File: src/pkg/ulm_pkg.sv
// Constants, types and helpers for the UART line/modem status and RS-485 control block
package ulm_pkg;

  // ----------------------------------------------------------------------------
  // Register offsets on the parallel host port
  // ----------------------------------------------------------------------------
  localparam int unsigned REG_ADDR_W      = 4;
  localparam logic [3:0]  OFS_LINE_STATUS = 4'h5;
  localparam logic [3:0]  OFS_MODEM_STAT  = 4'h6;
  localparam logic [3:0]  OFS_SCRATCH     = 4'h7;
  localparam logic [3:0]  OFS_FEATURE     = 4'h8;

  // ----------------------------------------------------------------------------
  // Reset values
  // ----------------------------------------------------------------------------
  localparam logic [7:0]  SCRATCH_RESET   = 8'hff;
  localparam logic [7:0]  FEATURE_RESET   = 8'h00;
  localparam logic [3:0]  DELAY_RESET     = 4'h0;
  localparam logic [3:0]  PIN_IDLE        = 4'hf;

  // ----------------------------------------------------------------------------
  // Field positions
  // ----------------------------------------------------------------------------
  // Write-only modem control: delay in [7:4], tx disable [3], rx disable [2]
  localparam int unsigned MCW_DELAY_LSB   = 4;
  localparam int unsigned MCW_TX_DIS      = 3;
  localparam int unsigned MCW_RX_DIS      = 2;
  // Feature control: table [7:6], RS-485 enable [5], hysteresis [3:0]
  localparam int unsigned FC_TABLE_LSB    = 6;
  localparam int unsigned FC_RS485        = 5;
  localparam int unsigned FC_HYST_LSB     = 0;
  localparam logic [1:0]  TABLE_D         = 2'h3;
  // Pin vector order {carrier, bell, set_ready, clear_to_send}
  localparam int unsigned PIN_CD          = 3;
  localparam int unsigned PIN_RI          = 2;
  localparam int unsigned PIN_DSR         = 1;
  localparam int unsigned PIN_CTS         = 0;

  // ----------------------------------------------------------------------------
  // Types
  // ----------------------------------------------------------------------------
  typedef enum logic [1:0] {
    RS_IDLE  = 2'b00,
    RS_DRIVE = 2'b01,
    RS_HOLD  = 2'b10
  } ulm_rs_state_t;

  // Hysteresis in characters for trigger table D
  function automatic logic [5:0] ulm_hyst(input logic [3:0] code);
    case (code)
      4'h0:    ulm_hyst = 6'h00;
      4'h1:    ulm_hyst = 6'h04;
      4'h2:    ulm_hyst = 6'h06;
      4'h3:    ulm_hyst = 6'h08;
      4'h4:    ulm_hyst = 6'h08;
      4'h5:    ulm_hyst = 6'h10;
      4'h6:    ulm_hyst = 6'h18;
      4'h7:    ulm_hyst = 6'h20;
      4'h8:    ulm_hyst = 6'h28;
      4'h9:    ulm_hyst = 6'h2c;
      4'ha:    ulm_hyst = 6'h30;
      4'hb:    ulm_hyst = 6'h34;
      4'hc:    ulm_hyst = 6'h0c;
      4'hd:    ulm_hyst = 6'h14;
      4'he:    ulm_hyst = 6'h1c;
      default: ulm_hyst = 6'h24;
    endcase
  endfunction

endpackage

File: src/hw/ulm_status_ctrl.sv
// UART channel status, modem control, scratch, feature and RS-485 logic
// Operation
// - Character done with full receive FIFO sets overrun, no push, FIFO untouched.
// - Data-ready is 1 while receive FIFO holds a character, 0 otherwise, resets 0.
// - Outside loopback, status bits 7..4 are inverted carrier, bell, set-ready, clear-to-send pins.
// - In loopback, status bits mirror loop_out_two, loop_out_one, terminal-ready, request-to-send.
// - Auto flow, select 0: clear_to_send_n high stops transmitter after current character.
// - Auto flow, select 1: set_ready_in_n gates transmitter the same way.
// - Carrier, set-ready, clear-to-send changes set flags; flags request modem interrupt when enabled.
// - Ring change flag sets only on bell_signal_n rising, then requests modem interrupt.
// - Write bits 7..4 delay RS-485 turnaround by 0 to 15 bit times after last stop.
// - Turnaround delay bits accept writes only while enhanced enable is set.
// - Transmitter-disable 1 halts the shift register; 0 releases queued bytes; resets 0.
// - Receiver-disable 1 halts receiving; FIFO stays readable; resets 0.
// - Scratch is 8-bit read/write, loads 0xff on reset.
// - Feature bits 7..6 pick table; tables A-C flow one trigger level above/below.
// - Auto RS-485: request-to-send falls after last stop bit plus programmed delay.
// - Auto RS-485: request-to-send rises when a byte is loaded, before start bit.
// - Transmit interrupt on holding empty, or on shift register empty with RS-485.
// - Feature hysteresis bits act only when trigger table D is selected.
// - Modem control write bits 7..2 change only while enhanced enable is 1.
`timescale 1ns/1ps

module ulm_status_ctrl #(
  parameter int unsigned FIFO_CNT_W = 7
) (
  input  wire logic                  sys_clk,
  input  wire logic                  reset_n,
  // Host register port
  input  wire logic                  reg_cs,
  input  wire logic                  reg_rd,
  input  wire logic                  reg_wr,
  input  wire logic [3:0]            reg_addr,
  input  wire logic [7:0]            reg_wdata,
  output logic      [7:0]            reg_rdata,
  // Control bits held by other registers of the channel
  input  wire logic                  loop_en,
  input  wire logic                  loop_out_two,
  input  wire logic                  loop_out_one,
  input  wire logic                  term_ready_ctl,
  input  wire logic                  req_send_ctl,
  input  wire logic                  flow_pin_sel,
  input  wire logic                  modem_irq_en,
  input  wire logic                  enhanced_en,
  input  wire logic                  auto_cts_en,
  input  wire logic                  auto_rts_en,
  // Modem pins
  input  wire logic                  carrier_detect_n,
  input  wire logic                  bell_signal_n,
  input  wire logic                  set_ready_in_n,
  input  wire logic                  clear_to_send_n,
  output logic                       req_to_send_n,
  output logic                       term_ready_n,
  // Receiver side
  input  wire logic                  rx_char_done,
  input  wire logic                  rx_fifo_full,
  input  wire logic [FIFO_CNT_W-1:0] rx_fifo_count,
  input  wire logic [FIFO_CNT_W-1:0] rx_trig_level,
  input  wire logic [FIFO_CNT_W-1:0] rx_level_above,
  input  wire logic [FIFO_CNT_W-1:0] rx_level_below,
  input  wire logic [3:0]            rx_err_flags,
  output logic                       rx_push,
  output logic                       rx_enable,
  // Transmitter side
  input  wire logic                  tx_load,
  input  wire logic                  tx_hold_empty,
  input  wire logic                  tx_shift_busy,
  input  wire logic                  tx_char_end,
  input  wire logic                  bit_tick,
  output logic                       tx_go,
  output logic                       tx_irq,
  output logic                       modem_irq
);

  // ----------------------------------------------------------------------------
  // State
  // ----------------------------------------------------------------------------
  typedef struct packed {
    logic [3:0]            pin_s1;
    logic [3:0]            pin_s2;
    logic [3:0]            pin_s3;
    logic [3:0]            pin_f;
    logic [3:0]            stat_prev;
    logic [3:0]            delta;
    logic                  overrun;
    logic [7:0]            scratch;
    logic [7:0]            feature;
    logic [3:0]            delay_bits;
    logic                  tx_dis;
    logic                  rx_dis;
    ulm_pkg::ulm_rs_state_t rs_state;
    logic [3:0]            rs_cnt;
    logic                  flow_hold;
    logic                  hold_empty_d;
    logic                  tsr_empty_d;
    logic [7:0]            rdata;
    logic                  rx_push;
    logic                  tx_go;
    logic                  rx_enable;
    logic                  rts_n;
    logic                  dtr_n;
    logic                  modem_irq;
    logic                  tx_irq;
  } ulm_state_t;

  ulm_state_t st;
  ulm_state_t next_st;

  // ----------------------------------------------------------------------------
  // Combinational helpers
  // ----------------------------------------------------------------------------
  logic       rd_lsr;
  logic       rd_msr;
  logic       wr_msr;
  logic       wr_spr;
  logic       wr_fc;
  logic [3:0] stat_now;
  logic [3:0] events;
  logic [7:0] line_stat;
  logic [7:0] hyst_up;
  logic [7:0] hyst_dn;
  logic [7:0] upper_lvl;
  logic [7:0] lower_lvl;
  logic [5:0] hyst;
  logic       table_d;
  logic       tsr_empty;
  logic       last_char;
  logic       flow_stop;

  always_comb begin
    rd_lsr = reg_cs && reg_rd && (reg_addr == ulm_pkg::OFS_LINE_STATUS);
    rd_msr = reg_cs && reg_rd && (reg_addr == ulm_pkg::OFS_MODEM_STAT);
    wr_msr = reg_cs && reg_wr && (reg_addr == ulm_pkg::OFS_MODEM_STAT);
    wr_spr = reg_cs && reg_wr && (reg_addr == ulm_pkg::OFS_SCRATCH);
    wr_fc  = reg_cs && reg_wr && (reg_addr == ulm_pkg::OFS_FEATURE);

    // Live modem status, upper nibble
    if (loop_en) begin
      stat_now = {loop_out_two, loop_out_one, term_ready_ctl, req_send_ctl};
    end else begin
      stat_now = ~st.pin_f;
    end

    // Change events; ring counts only the pin rising
    events                  = stat_now ^ st.stat_prev;
    events[ulm_pkg::PIN_RI] = st.stat_prev[ulm_pkg::PIN_RI] && !stat_now[ulm_pkg::PIN_RI];

    tsr_empty = tx_hold_empty && !tx_shift_busy;
    line_stat = {rx_err_flags[3], tsr_empty, tx_hold_empty, rx_err_flags[2:0],
                 st.overrun, (rx_fifo_count != '0)};

    // Flow thresholds
    table_d = (st.feature[ulm_pkg::FC_TABLE_LSB +: 2] == ulm_pkg::TABLE_D);
    hyst    = ulm_pkg::ulm_hyst(st.feature[ulm_pkg::FC_HYST_LSB +: 4]);
    hyst_up = 8'(rx_trig_level) + {2'h0, hyst};
    hyst_dn = (8'(rx_trig_level) > {2'h0, hyst}) ? (8'(rx_trig_level) - {2'h0, hyst}) : 8'h00;
    if (table_d && (hyst != 6'h00)) begin
      upper_lvl = hyst_up;
      lower_lvl = hyst_dn;
    end else begin
      upper_lvl = 8'(rx_level_above);
      lower_lvl = 8'(rx_level_below);
    end

    last_char = tx_char_end && tx_hold_empty;
    if (flow_pin_sel) begin
      flow_stop = auto_cts_en && st.pin_f[ulm_pkg::PIN_DSR];
    end else begin
      flow_stop = auto_cts_en && st.pin_f[ulm_pkg::PIN_CTS];
    end
  end

  // ----------------------------------------------------------------------------
  // Next state
  // ----------------------------------------------------------------------------
  always_comb begin
    next_st = st;

    // Three-stage pin capture; a level counts once stages two and three agree
    next_st.pin_s1 = {carrier_detect_n, bell_signal_n, set_ready_in_n, clear_to_send_n};
    next_st.pin_s2 = st.pin_s1;
    next_st.pin_s3 = st.pin_s2;
    for (int i = 0; i < 4; i++) begin
      if (st.pin_s2[i] == st.pin_s3[i]) begin
        next_st.pin_f[i] = st.pin_s3[i];
      end
    end

    // Change flags: a new event wins over the clearing read
    next_st.stat_prev = stat_now;
    next_st.delta     = (rd_msr ? 4'h0 : st.delta) | events;
    next_st.modem_irq = modem_irq_en && (next_st.delta != 4'h0);

    // Receive path
    next_st.rx_push   = 1'b0;
    next_st.overrun   = rd_lsr ? 1'b0 : st.overrun;
    if (rx_char_done && !st.rx_dis) begin
      if (rx_fifo_full) begin
        next_st.overrun = 1'b1;
      end else begin
        next_st.rx_push = 1'b1;
      end
    end

    // Register writes
    if (wr_spr) begin
      next_st.scratch = reg_wdata;
    end
    if (wr_fc) begin
      next_st.feature = reg_wdata;
    end
    if (wr_msr && enhanced_en) begin
      next_st.delay_bits = reg_wdata[ulm_pkg::MCW_DELAY_LSB +: 4];
      next_st.tx_dis     = reg_wdata[ulm_pkg::MCW_TX_DIS];
      next_st.rx_dis     = reg_wdata[ulm_pkg::MCW_RX_DIS];
    end
    next_st.rx_enable = !next_st.rx_dis;

    // Read data, registered; unmapped offsets read zero
    next_st.rdata = st.rdata;
    if (reg_cs && reg_rd) begin
      case (reg_addr)
        ulm_pkg::OFS_LINE_STATUS: next_st.rdata = line_stat;
        ulm_pkg::OFS_MODEM_STAT:  next_st.rdata = {stat_now, st.delta};
        ulm_pkg::OFS_SCRATCH:     next_st.rdata = st.scratch;
        ulm_pkg::OFS_FEATURE:     next_st.rdata = st.feature;
        default:                  next_st.rdata = 8'h00;
      endcase
    end

    // Transmit permission, registered every cycle from transmitter-disable and flow stop
    next_st.tx_go = !st.tx_dis && !flow_stop;

    // Transmit interrupt source
    next_st.hold_empty_d = tx_hold_empty;
    next_st.tsr_empty_d  = tsr_empty;
    if (st.feature[ulm_pkg::FC_RS485]) begin
      next_st.tx_irq = tsr_empty && !st.tsr_empty_d;
    end else begin
      next_st.tx_irq = tx_hold_empty && !st.hold_empty_d;
    end

    // Receive flow hold for automatic request-to-send
    if (8'(rx_fifo_count) >= upper_lvl) begin
      next_st.flow_hold = 1'b1;
    end else if (8'(rx_fifo_count) < lower_lvl) begin
      next_st.flow_hold = 1'b0;
    end

    // RS-485 direction sequencer
    case (st.rs_state)
      ulm_pkg::RS_IDLE: begin
        if (tx_load) begin
          next_st.rs_state = ulm_pkg::RS_DRIVE;
        end
      end
      ulm_pkg::RS_DRIVE: begin
        if (last_char && !tx_load) begin
          next_st.rs_cnt = 4'h0;
          if (st.delay_bits == 4'h0) begin
            next_st.rs_state = ulm_pkg::RS_IDLE;
          end else begin
            next_st.rs_state = ulm_pkg::RS_HOLD;
          end
        end
      end
      ulm_pkg::RS_HOLD: begin
        if (tx_load) begin
          next_st.rs_state = ulm_pkg::RS_DRIVE;
        end else if (bit_tick) begin
          next_st.rs_cnt = st.rs_cnt + 4'h1;
          if ((st.rs_cnt + 4'h1) >= st.delay_bits) begin
            next_st.rs_state = ulm_pkg::RS_IDLE;
          end
        end
      end
      default: begin
        next_st.rs_state = ulm_pkg::RS_IDLE;
      end
    endcase

    // Request-to-send and terminal-ready pins
    if (st.feature[ulm_pkg::FC_RS485]) begin
      next_st.rts_n = (next_st.rs_state != ulm_pkg::RS_IDLE);
    end else begin
      next_st.rts_n = !req_send_ctl || (auto_rts_en && !flow_pin_sel && next_st.flow_hold);
    end
    next_st.dtr_n = !term_ready_ctl || (auto_rts_en && flow_pin_sel && next_st.flow_hold);
  end

  // ----------------------------------------------------------------------------
  // Registers
  // ----------------------------------------------------------------------------
  always_ff @(posedge sys_clk) begin
    if (!reset_n) begin
      st            <= '0;
      st.pin_s1     <= ulm_pkg::PIN_IDLE;
      st.pin_s2     <= ulm_pkg::PIN_IDLE;
      st.pin_s3     <= ulm_pkg::PIN_IDLE;
      st.pin_f      <= ulm_pkg::PIN_IDLE;
      st.scratch    <= ulm_pkg::SCRATCH_RESET;
      st.feature    <= ulm_pkg::FEATURE_RESET;
      st.delay_bits <= ulm_pkg::DELAY_RESET;
      st.tx_dis     <= 1'b0;
      st.rx_dis     <= 1'b0;
      st.rs_state   <= ulm_pkg::RS_IDLE;
      st.rx_enable  <= 1'b1;
      st.rts_n      <= 1'b1;
      st.dtr_n      <= 1'b1;
      st.hold_empty_d <= 1'b1;
      st.tsr_empty_d  <= 1'b1;
    end else begin
      st <= next_st;
    end
  end

  // ----------------------------------------------------------------------------
  // Outputs
  // ----------------------------------------------------------------------------
  assign reg_rdata     = st.rdata;
  assign req_to_send_n = st.rts_n;
  assign term_ready_n  = st.dtr_n;
  assign rx_push       = st.rx_push;
  assign rx_enable     = st.rx_enable;
  assign tx_go         = st.tx_go;
  assign tx_irq        = st.tx_irq;
  assign modem_irq     = st.modem_irq;

endmodule

File: config.mk
export PLATFORM = sky130hd
export DESIGN_NAME = ulm_status_ctrl
export DESIGN_NICKNAME = d
export VERILOG_FILES = /design/src/pkg/ulm_pkg.sv /design/src/hw/ulm_status_ctrl.sv
export SDC_FILE = /design/constraint.sdc
export NUM_CORES = 1
export LEC_CHECK = 0
export BUFFER_PORTS_ARGS = -buffer_cell sky130_fd_sc_hd__clkbuf_2
export CAP_MARGIN = 25
export CORE_ASPECT_RATIO = 1.25
export CORE_MARGIN = 1.5
export CORE_UTILIZATION = 55
export DETAILED_ROUTE_END_ITERATION = 10
export GPL_ROUTABILITY_DRIVEN = 0
export PLACE_DENSITY = 0.85
export SETUP_SLACK_MARGIN = 0.2
export SYNTH_ARGS = -nofsm -noshare
export SYNTH_HDL_FRONTEND = slang
export SYNTH_SLANG_ARGS = --single-unit
File: constraint.sdc
create_clock -name sys_clk -period 3.4 [get_ports sys_clk]
set_input_delay 0.51 -clock sys_clk [delete_from_list [all_inputs] [get_ports sys_clk]]
set_output_delay 0.51 -clock sys_clk [all_outputs]
set_load 0.05 [all_outputs]
After elaboration in Yosys (flattened, before gate mapping). Memories as Yosys holds them, arrays and structs flattened. A register that Yosys moved wholly into a read port is not among the register bits. Cells that the tools add are included.

Add/sub/neg operators: 3. $lt $le $gt $ge: 4. Equality and inequality tests: 14. Multiplexer cells: 27. Bitwise gates (word level): 3. Reduce and logical (&&, ||, !) cells: 47.

Operators by type and width (number): case mux 8 bit (4 select lines) (1); logical AND 1 bit (24); two-way mux 8 bit (3); two-way mux 4 bit (5); equality test 4 x 3 -> 1 bit (second input constant) (3); zero test 1 bit (12); two-way mux 6 bit (2); two-way mux 1 bit (10); adder 7 x 6 -> 8 bit (1); >= comparator 7 x 8 -> 1 bit (1); < comparator 7 x 8 -> 1 bit (1); two-way mux 2 bit (4); case mux 4 bit (2 select lines) (1); subtractor 7 x 6 -> 8 bit (1); greater-than comparator 7 x 6 -> 1 bit (1); nonzero test 7 bit (1); inequality test 2 bit (second input constant) (3); case mux 2 bit (3 select lines) (1); nonzero test 6 bit (1); adder 4 x 1 -> 4 bit (second input constant) (1); equality test 1 bit (4); equality test 2 bit (second input constant) (2); equality test 4 bit (second input constant) (1); >= comparator 4 bit (1); 11 further kinds (13).

Bits in registers: 71. Memory bits (read-only): 80. Input bits: 70. Output and inout port bits: 15. Logic and storage cells: 127. Memories: 1.

Memories: (no name shown) (depth 16, bits a word 5, rd ports 1, clocked after memory_dff 1, write ports 0, line ulm_pkg.sv:50) `case (code)`.

Depth between registers and ports, before layout.
Word-level depth: 9. Mapped depth: 16. Mapped depth without buffers: 16.

Least setup slack after synthesis. Ideal clock, no wire load.

Kind: input-to-reg. From: in rx_trig_level[3]. To: reg st, in the netlist req_to_send_n. Setup time: 0.141 ns. Arrival: 3.039 ns. Required time: 3.259 ns. Setup slack: 0.220 ns. Stages on the path: 14. Buffers on the path: 1. Cells stage by stage: ha_1 -> clkbuf_1 -> nand4b_1 -> o21bai_1 -> a31oi_1 -> and2_1 -> a22oi_1 -> ha_1 -> a21oi_1 -> o21ai_0 -> a221oi_1 -> o21ai_0 -> a32oi_1 -> o211ai_1.

Longest elaborated chain between the ends: 9. Elaborated cells on any way between the ends: 13. Classes of those cells: add/sub (2); order compare (3); mux (6); reduce/logical (2).

RTL lines: start: declaration (line ulm_status_ctrl.sv:58) `input wire logic [FIFO_CNT_W-1:0] rx_trig_level,`; subtractor 7 x 6 -> 8 bit or greater-than comparator 7 x 6 -> 1 bit (tied branches) (line ulm_status_ctrl.sv:156) `hyst_dn = (8'(rx_trig_level) > {2'h0, hyst}) ? (8'(rx_trig_level) - {2'h0, hyst}) : 8'h00;`; two-way mux 8 bit (line ulm_status_ctrl.sv:156); two-way mux 8 bit (line ulm_status_ctrl.sv:157) `if (table_d && (hyst != 6'h00)) begin`; < comparator 7 x 8 -> 1 bit (line ulm_status_ctrl.sv:246) `end else if (8'(rx_fifo_count) < lower_lvl) begin`; two-way mux 1 bit (line ulm_status_ctrl.sv:246); two-way mux 1 bit * (line ulm_status_ctrl.sv:244) `if (8'(rx_fifo_count) >= upper_lvl) begin`; logical AND 1 bit * (line ulm_status_ctrl.sv:286) `next_st.rts_n = !req_send_ctl || (auto_rts_en && !flow_pin_sel && next_st.flow_hold);`; logical OR 1 bit * (line ulm_status_ctrl.sv:286); two-way mux 1 bit * (line ulm_status_ctrl.sv:283) `if (st.feature[ulm_pkg::FC_RS485]) begin`; end signal: assignment (line ulm_status_ctrl.sv:313) `st <= next_st;`; end: declaration (line ulm_status_ctrl.sv:106) `ulm_state_t st;`.

Every way passes the cells marked *; elsewhere a longest branch is shown, timed or not. A chain may end at the register's enable or synchronous reset.

Worst setup path after layout.
From: reg hyst[1] (netlist name). To: reg st, in the netlist req_to_send_n.

Longest elaborated chain between the ends: 9. Elaborated cells on any way between the ends: 15. Classes of those cells: add/sub (2); order compare (3); mux (6); reduce/logical (4).

RTL lines (line): subtractor 7 x 6 -> 8 bit, or another cell as far along (ulm_status_ctrl.sv:156); two-way mux 8 bit or logical AND 1 bit (tied branches) (ulm_status_ctrl.sv:156, ulm_status_ctrl.sv:157); two-way mux 8 bit (ulm_status_ctrl.sv:157); < comparator 7 x 8 -> 1 bit (ulm_status_ctrl.sv:246); two-way mux 1 bit (ulm_status_ctrl.sv:246); two-way mux 1 bit * (ulm_status_ctrl.sv:244); logical AND 1 bit * (ulm_status_ctrl.sv:286); logical OR 1 bit * (ulm_status_ctrl.sv:286); two-way mux 1 bit * (ulm_status_ctrl.sv:283).

Marked as above.

==> qor.csv <==
stage,metric,value,unit
floorplanning,rows,34,
floorplanning,start_util,0.571,
global_routing,grt_pass1_vias,3549,
place,placed_cell_area,4470,um^2
routing,viasPerCell,5.90,
routing,drc,0,
critical_path,cp-start-kind,flip-flop,
routing,firstDrtPassIters,5,
layout,layout-drive-gt1-share,0.267,
critical_path,crit_slowest_cell,fa_2,
routing,vias,3777,
sta,worstMarginPinSlew,612,ps
floorplanning,dieArea,7760,um^2
critical_path,worstReg2RegEnd,req_to_send_n,
sta,slew_viol_final,0,
critical_path,path_depth,15,
critical_path,cp_num_buf_inv,2,
synth,netlist_area,3980,um^2
power_and_ir_drop,p_leak,2.09,nW
sta,rsz0062_at_grt,false,
synth,postSynthAreaPerCell,8.62,um^2
routing,ant_nets,0,
synth,synth_cell_type_count,57,
flow_run,cap_violations,0,
floorplanning,fp.coreArea,6980,um^2
floorplanning,io-pin-count,85,
critical_path,worst-path-max-fanout,4,
floorplanning,die_w,79.1,um
global_routing,track_usage,0.263,
critical_path,crit_type,flip-flop to flip-flop,
routing,wire_per_inst,16.8,um
clock_tree,h-tree-depth,3,
sta,max_freq,310,MHz
sta,hold_viol,0,
critical_path,startpoint,hyst[1],
synth,syn-num-nets,563,
place,post-place-ws,-62.2,ps
synth,synth_edf_count,0,
synth,ys_ff_latch,76,
sta,slew_headroom,0.591,
synth,syn_inst,462,
sta,fin_setup_tns,0,ps
synth,seq_area_frac_synth,0.382,
sta,setup_viol_count_final,0,
status,status,"complete, no violations",
place,io_buffers,84,
critical_path,cp-end-kind,flip-flop,
layout,nNetsFinal,647,
sta,min_period_over_period,0.949,
critical_path,arrival,3440,ps
layout,stdcell_count,640,
routing,wirelength,10.8,mm
critical_path,path_cells,ha_4 -> fa_2 -> inv_1 -> a21o_1 -> a21oi_2 -> xnor2_1 -> and3_1 -> a21oi_1 -> ha_1 -> and3_1 -> a221oi_2 -> o21ai_1 -> a32oi_1 -> buf_4 -> o211ai_1,
clock_tree,cts_made_buffers,9,
power_and_ir_drop,power_density,383,nW/um^2
layout,fillCellCount,541,
critical_path,rr_startpoint,hyst[1],
critical_path,crit_top_cell,and3_1,
clock_tree,clock_sinks,76,
floorplanning,die_h,98.1,um
clock_tree,clkTransAtPathRegs,80,ps
clock_tree,cts_buffer_depth,2,
layout,design_area,4810,um^2
critical_path,cp_top_family,compound AO/OA/AOI/OAI gates,
routing,detail_route.iter0.violations,212,
critical_path,crit_required,3610,ps
global_routing,grt-ovfl-total,0,
critical_path,reg2reg_slack,170,ps
layout,diodes,0,
global_routing,antenna_found_initial,0,
clock_tree,clockRootBuffer,clkbuf_8,
sta,whs,337,ps
sta,layout_setup_ws,175,ps
global_routing,grt_max_degree,36,
place,dp.cells,621,
synth,ys.flop_type,dfxtp_1,
layout,syn2layout_area_growth,20.8,%
worst_hold_path,hp-class,input pin to flip-flop,
global_routing,grt_pass1_wl,15.9,mm
sta,min_period,3230,ps
place,dp_hpwl,7.55,mm
clock_tree,clk_latency,350,ps
layout,fin_util,0.690,
power_and_ir_drop,vdd.ir_drop.worst,0.496,mV
sta,fin_skew,13.9,ps
synth,ys_warn_count,0,
critical_path,worstRegToRegCells,15,
clock_tree,tritoncts,done,
power_and_ir_drop,total_power,1.84,mW
worst_hold_path,hold_depth,2,
synth,ys_async_sr_fraction,0,
critical_path,crit_end,req_to_send_n,
critical_path,critPathMaxStageDelay,370,ps
per-layer routing:
| metal | vias to the layer above | wire length [um] | GRT usage |
|---|---|---|---|
| met5 | - | 0 | 0 |
| met4 | 0 | 427 | 0.134 |
| met3 | 41 | 833 | 0.0411 |
| met2 | 206 | 5320 | 0.457 |
| met1 | 1746 | 4190 | 0.309 |
| li1 | 1784 | - | - |
worst min-delay path by stage:
stage,start,end,slack [ps]
final,set_ready_in_n,next_st[64],340
after floorplan,next_st[63],next_st[59],390
after global placement,next_st[65],next_st[61],390
after global routing,bell_signal_n,next_st[65],330
after CTS,set_ready_in_n,next_st[64],330
after detailed placement,next_st[66],next_st[62],400
placed cells by master (no fill, tap or decap), types with 3 or more instances in the layout:
master,count
and3_1,4
dfxtp_2,4
ha_4,4
nand2_1,38
a21oi_1,42
mux2i_1,19
inv_2,4
o211ai_1,3
a21o_1,5
nor2b_1,3
clkbuf_8,9
and2_1,5
buf_4,15
o21ai_0,19
nand2b_1,18
clkbuf_2,84
dfxtp_1,71
or3_1,3
ha_1,25
xor2_1,5
xnor2_1,5
nor3_1,4
a21oi_2,3
a32oi_1,3
nand3_1,13
inv_1,20
a22oi_1,17
nor2_1,49
power breakdown:
part | leakage (nW) | internal [mW] | switching [mW] | total [mW]
clock | 0.0955 | 0.336 | 0.324 | 0.660
sequential | 0.623 | 0.912 | 0.0121 | 0.924
combinational | 1.38 | 0.107 | 0.150 | 0.258
total | 2.09 | 1.36 | 0.487 | 1.84
sequential cells by signal (all words and copies together) (netlist names):
signal / cells
modem_irq: 1
rx_push: 1
req_to_send_n: 1
line_stat: 1
next_st: 8
hyst: 5
rx_enable: 1
tx_go: 1
term_ready_n: 1
reg_rdata: 8
st: 47
tx_irq: 1
layout make-up:
type                    count  area [um^2]  share of cell area
multi-input cells         336         2360               0.490
flip-flops and latches     76         1530               0.318
repair buffers             99          533               0.111
clock buffers               9          124              0.0257
well taps                  90          113              0.0234
inverters                  24         90.1              0.0187
clock inverters             6         65.1              0.0135
cells in the mapped netlist, types with 2 or more instances:
cell | count | area (um^2)
a211oi_1 | 2 | 15.0
a21o_1 | 5 | 37.5
a21oi_1 | 45 | 225
a221oi_1 | 2 | 17.5
a22oi_1 | 17 | 128
a311oi_1 | 2 | 17.5
a31oi_1 | 3 | 18.8
a32oi_1 | 3 | 26.3
and2_1 | 6 | 37.5
and3_1 | 4 | 25.0
buf_2 | 3 | 15.0
buf_4 | 8 | 60.1
clkbuf_1 | 13 | 48.8
dfxtp_1 | 76 | 1520
fa_1 | 2 | 40.0
ha_1 | 29 | 363
inv_1 | 23 | 86.3
mux2_2 | 2 | 22.5
mux2i_1 | 19 | 190
nand2_1 | 38 | 143
nand2b_1 | 18 | 113
nand3_1 | 13 | 65.1
nand4_1 | 2 | 12.5
nor2_1 | 49 | 184
nor2_4 | 2 | 22.5
nor2b_1 | 4 | 25.0
nor3_1 | 5 | 25.0
nor3b_1 | 2 | 15.0
nor4_1 | 2 | 12.5
nor4bb_1 | 2 | 20.0
o211ai_1 | 3 | 22.5
o21ai_0 | 22 | 110
o21bai_1 | 2 | 15.0
or3_1 | 3 | 18.8
xnor2_1 | 5 | 43.8
xor2_1 | 5 | 43.8
worst reg2reg max path, cell delays in order, from the launching register on:
cell and delay, ps:
dfxtp_2 360, ha_4 180, fa_2 370, inv_1 70
a21o_1 130, a21oi_2 70, xnor2_1 300, and3_1 230
a21oi_1 50, ha_1 290, and3_1 210, a221oi_2 300
o21ai_1 100, a32oi_1 190, buf_4 160, o211ai_1 90
logic make-up (layout without fill, tap and decap cells):
kind of cell / count (synthesis) / in the layout / synth area share
AND/OR/NAND/NOR: 157 / 157 / 0.201
AO/OA/AOI/OAI: 117 / 117 / 0.183
multiplexers: 21 / 21 / 0.0534
flip-flops: 76 / 76 / 0.382
XOR/XNOR: 10 / 10 / 0.0220
buffers and inverters: 50 / 138 / 0.0575
adder cells (fa/ha/maj): 31 / 31 / 0.101
repair_timing:
| action | CTS | global route |
|---|---|---|
| hold buffers | 0 | 0 |
| buffers inserted | 0 | 4 |
| pin swaps | 1 | 7 |
| setup endpoints to repair | 3 | 3 |
| resized for setup | 3 | 28 |
No activity file was read; power rests on OpenSTA's default activity.
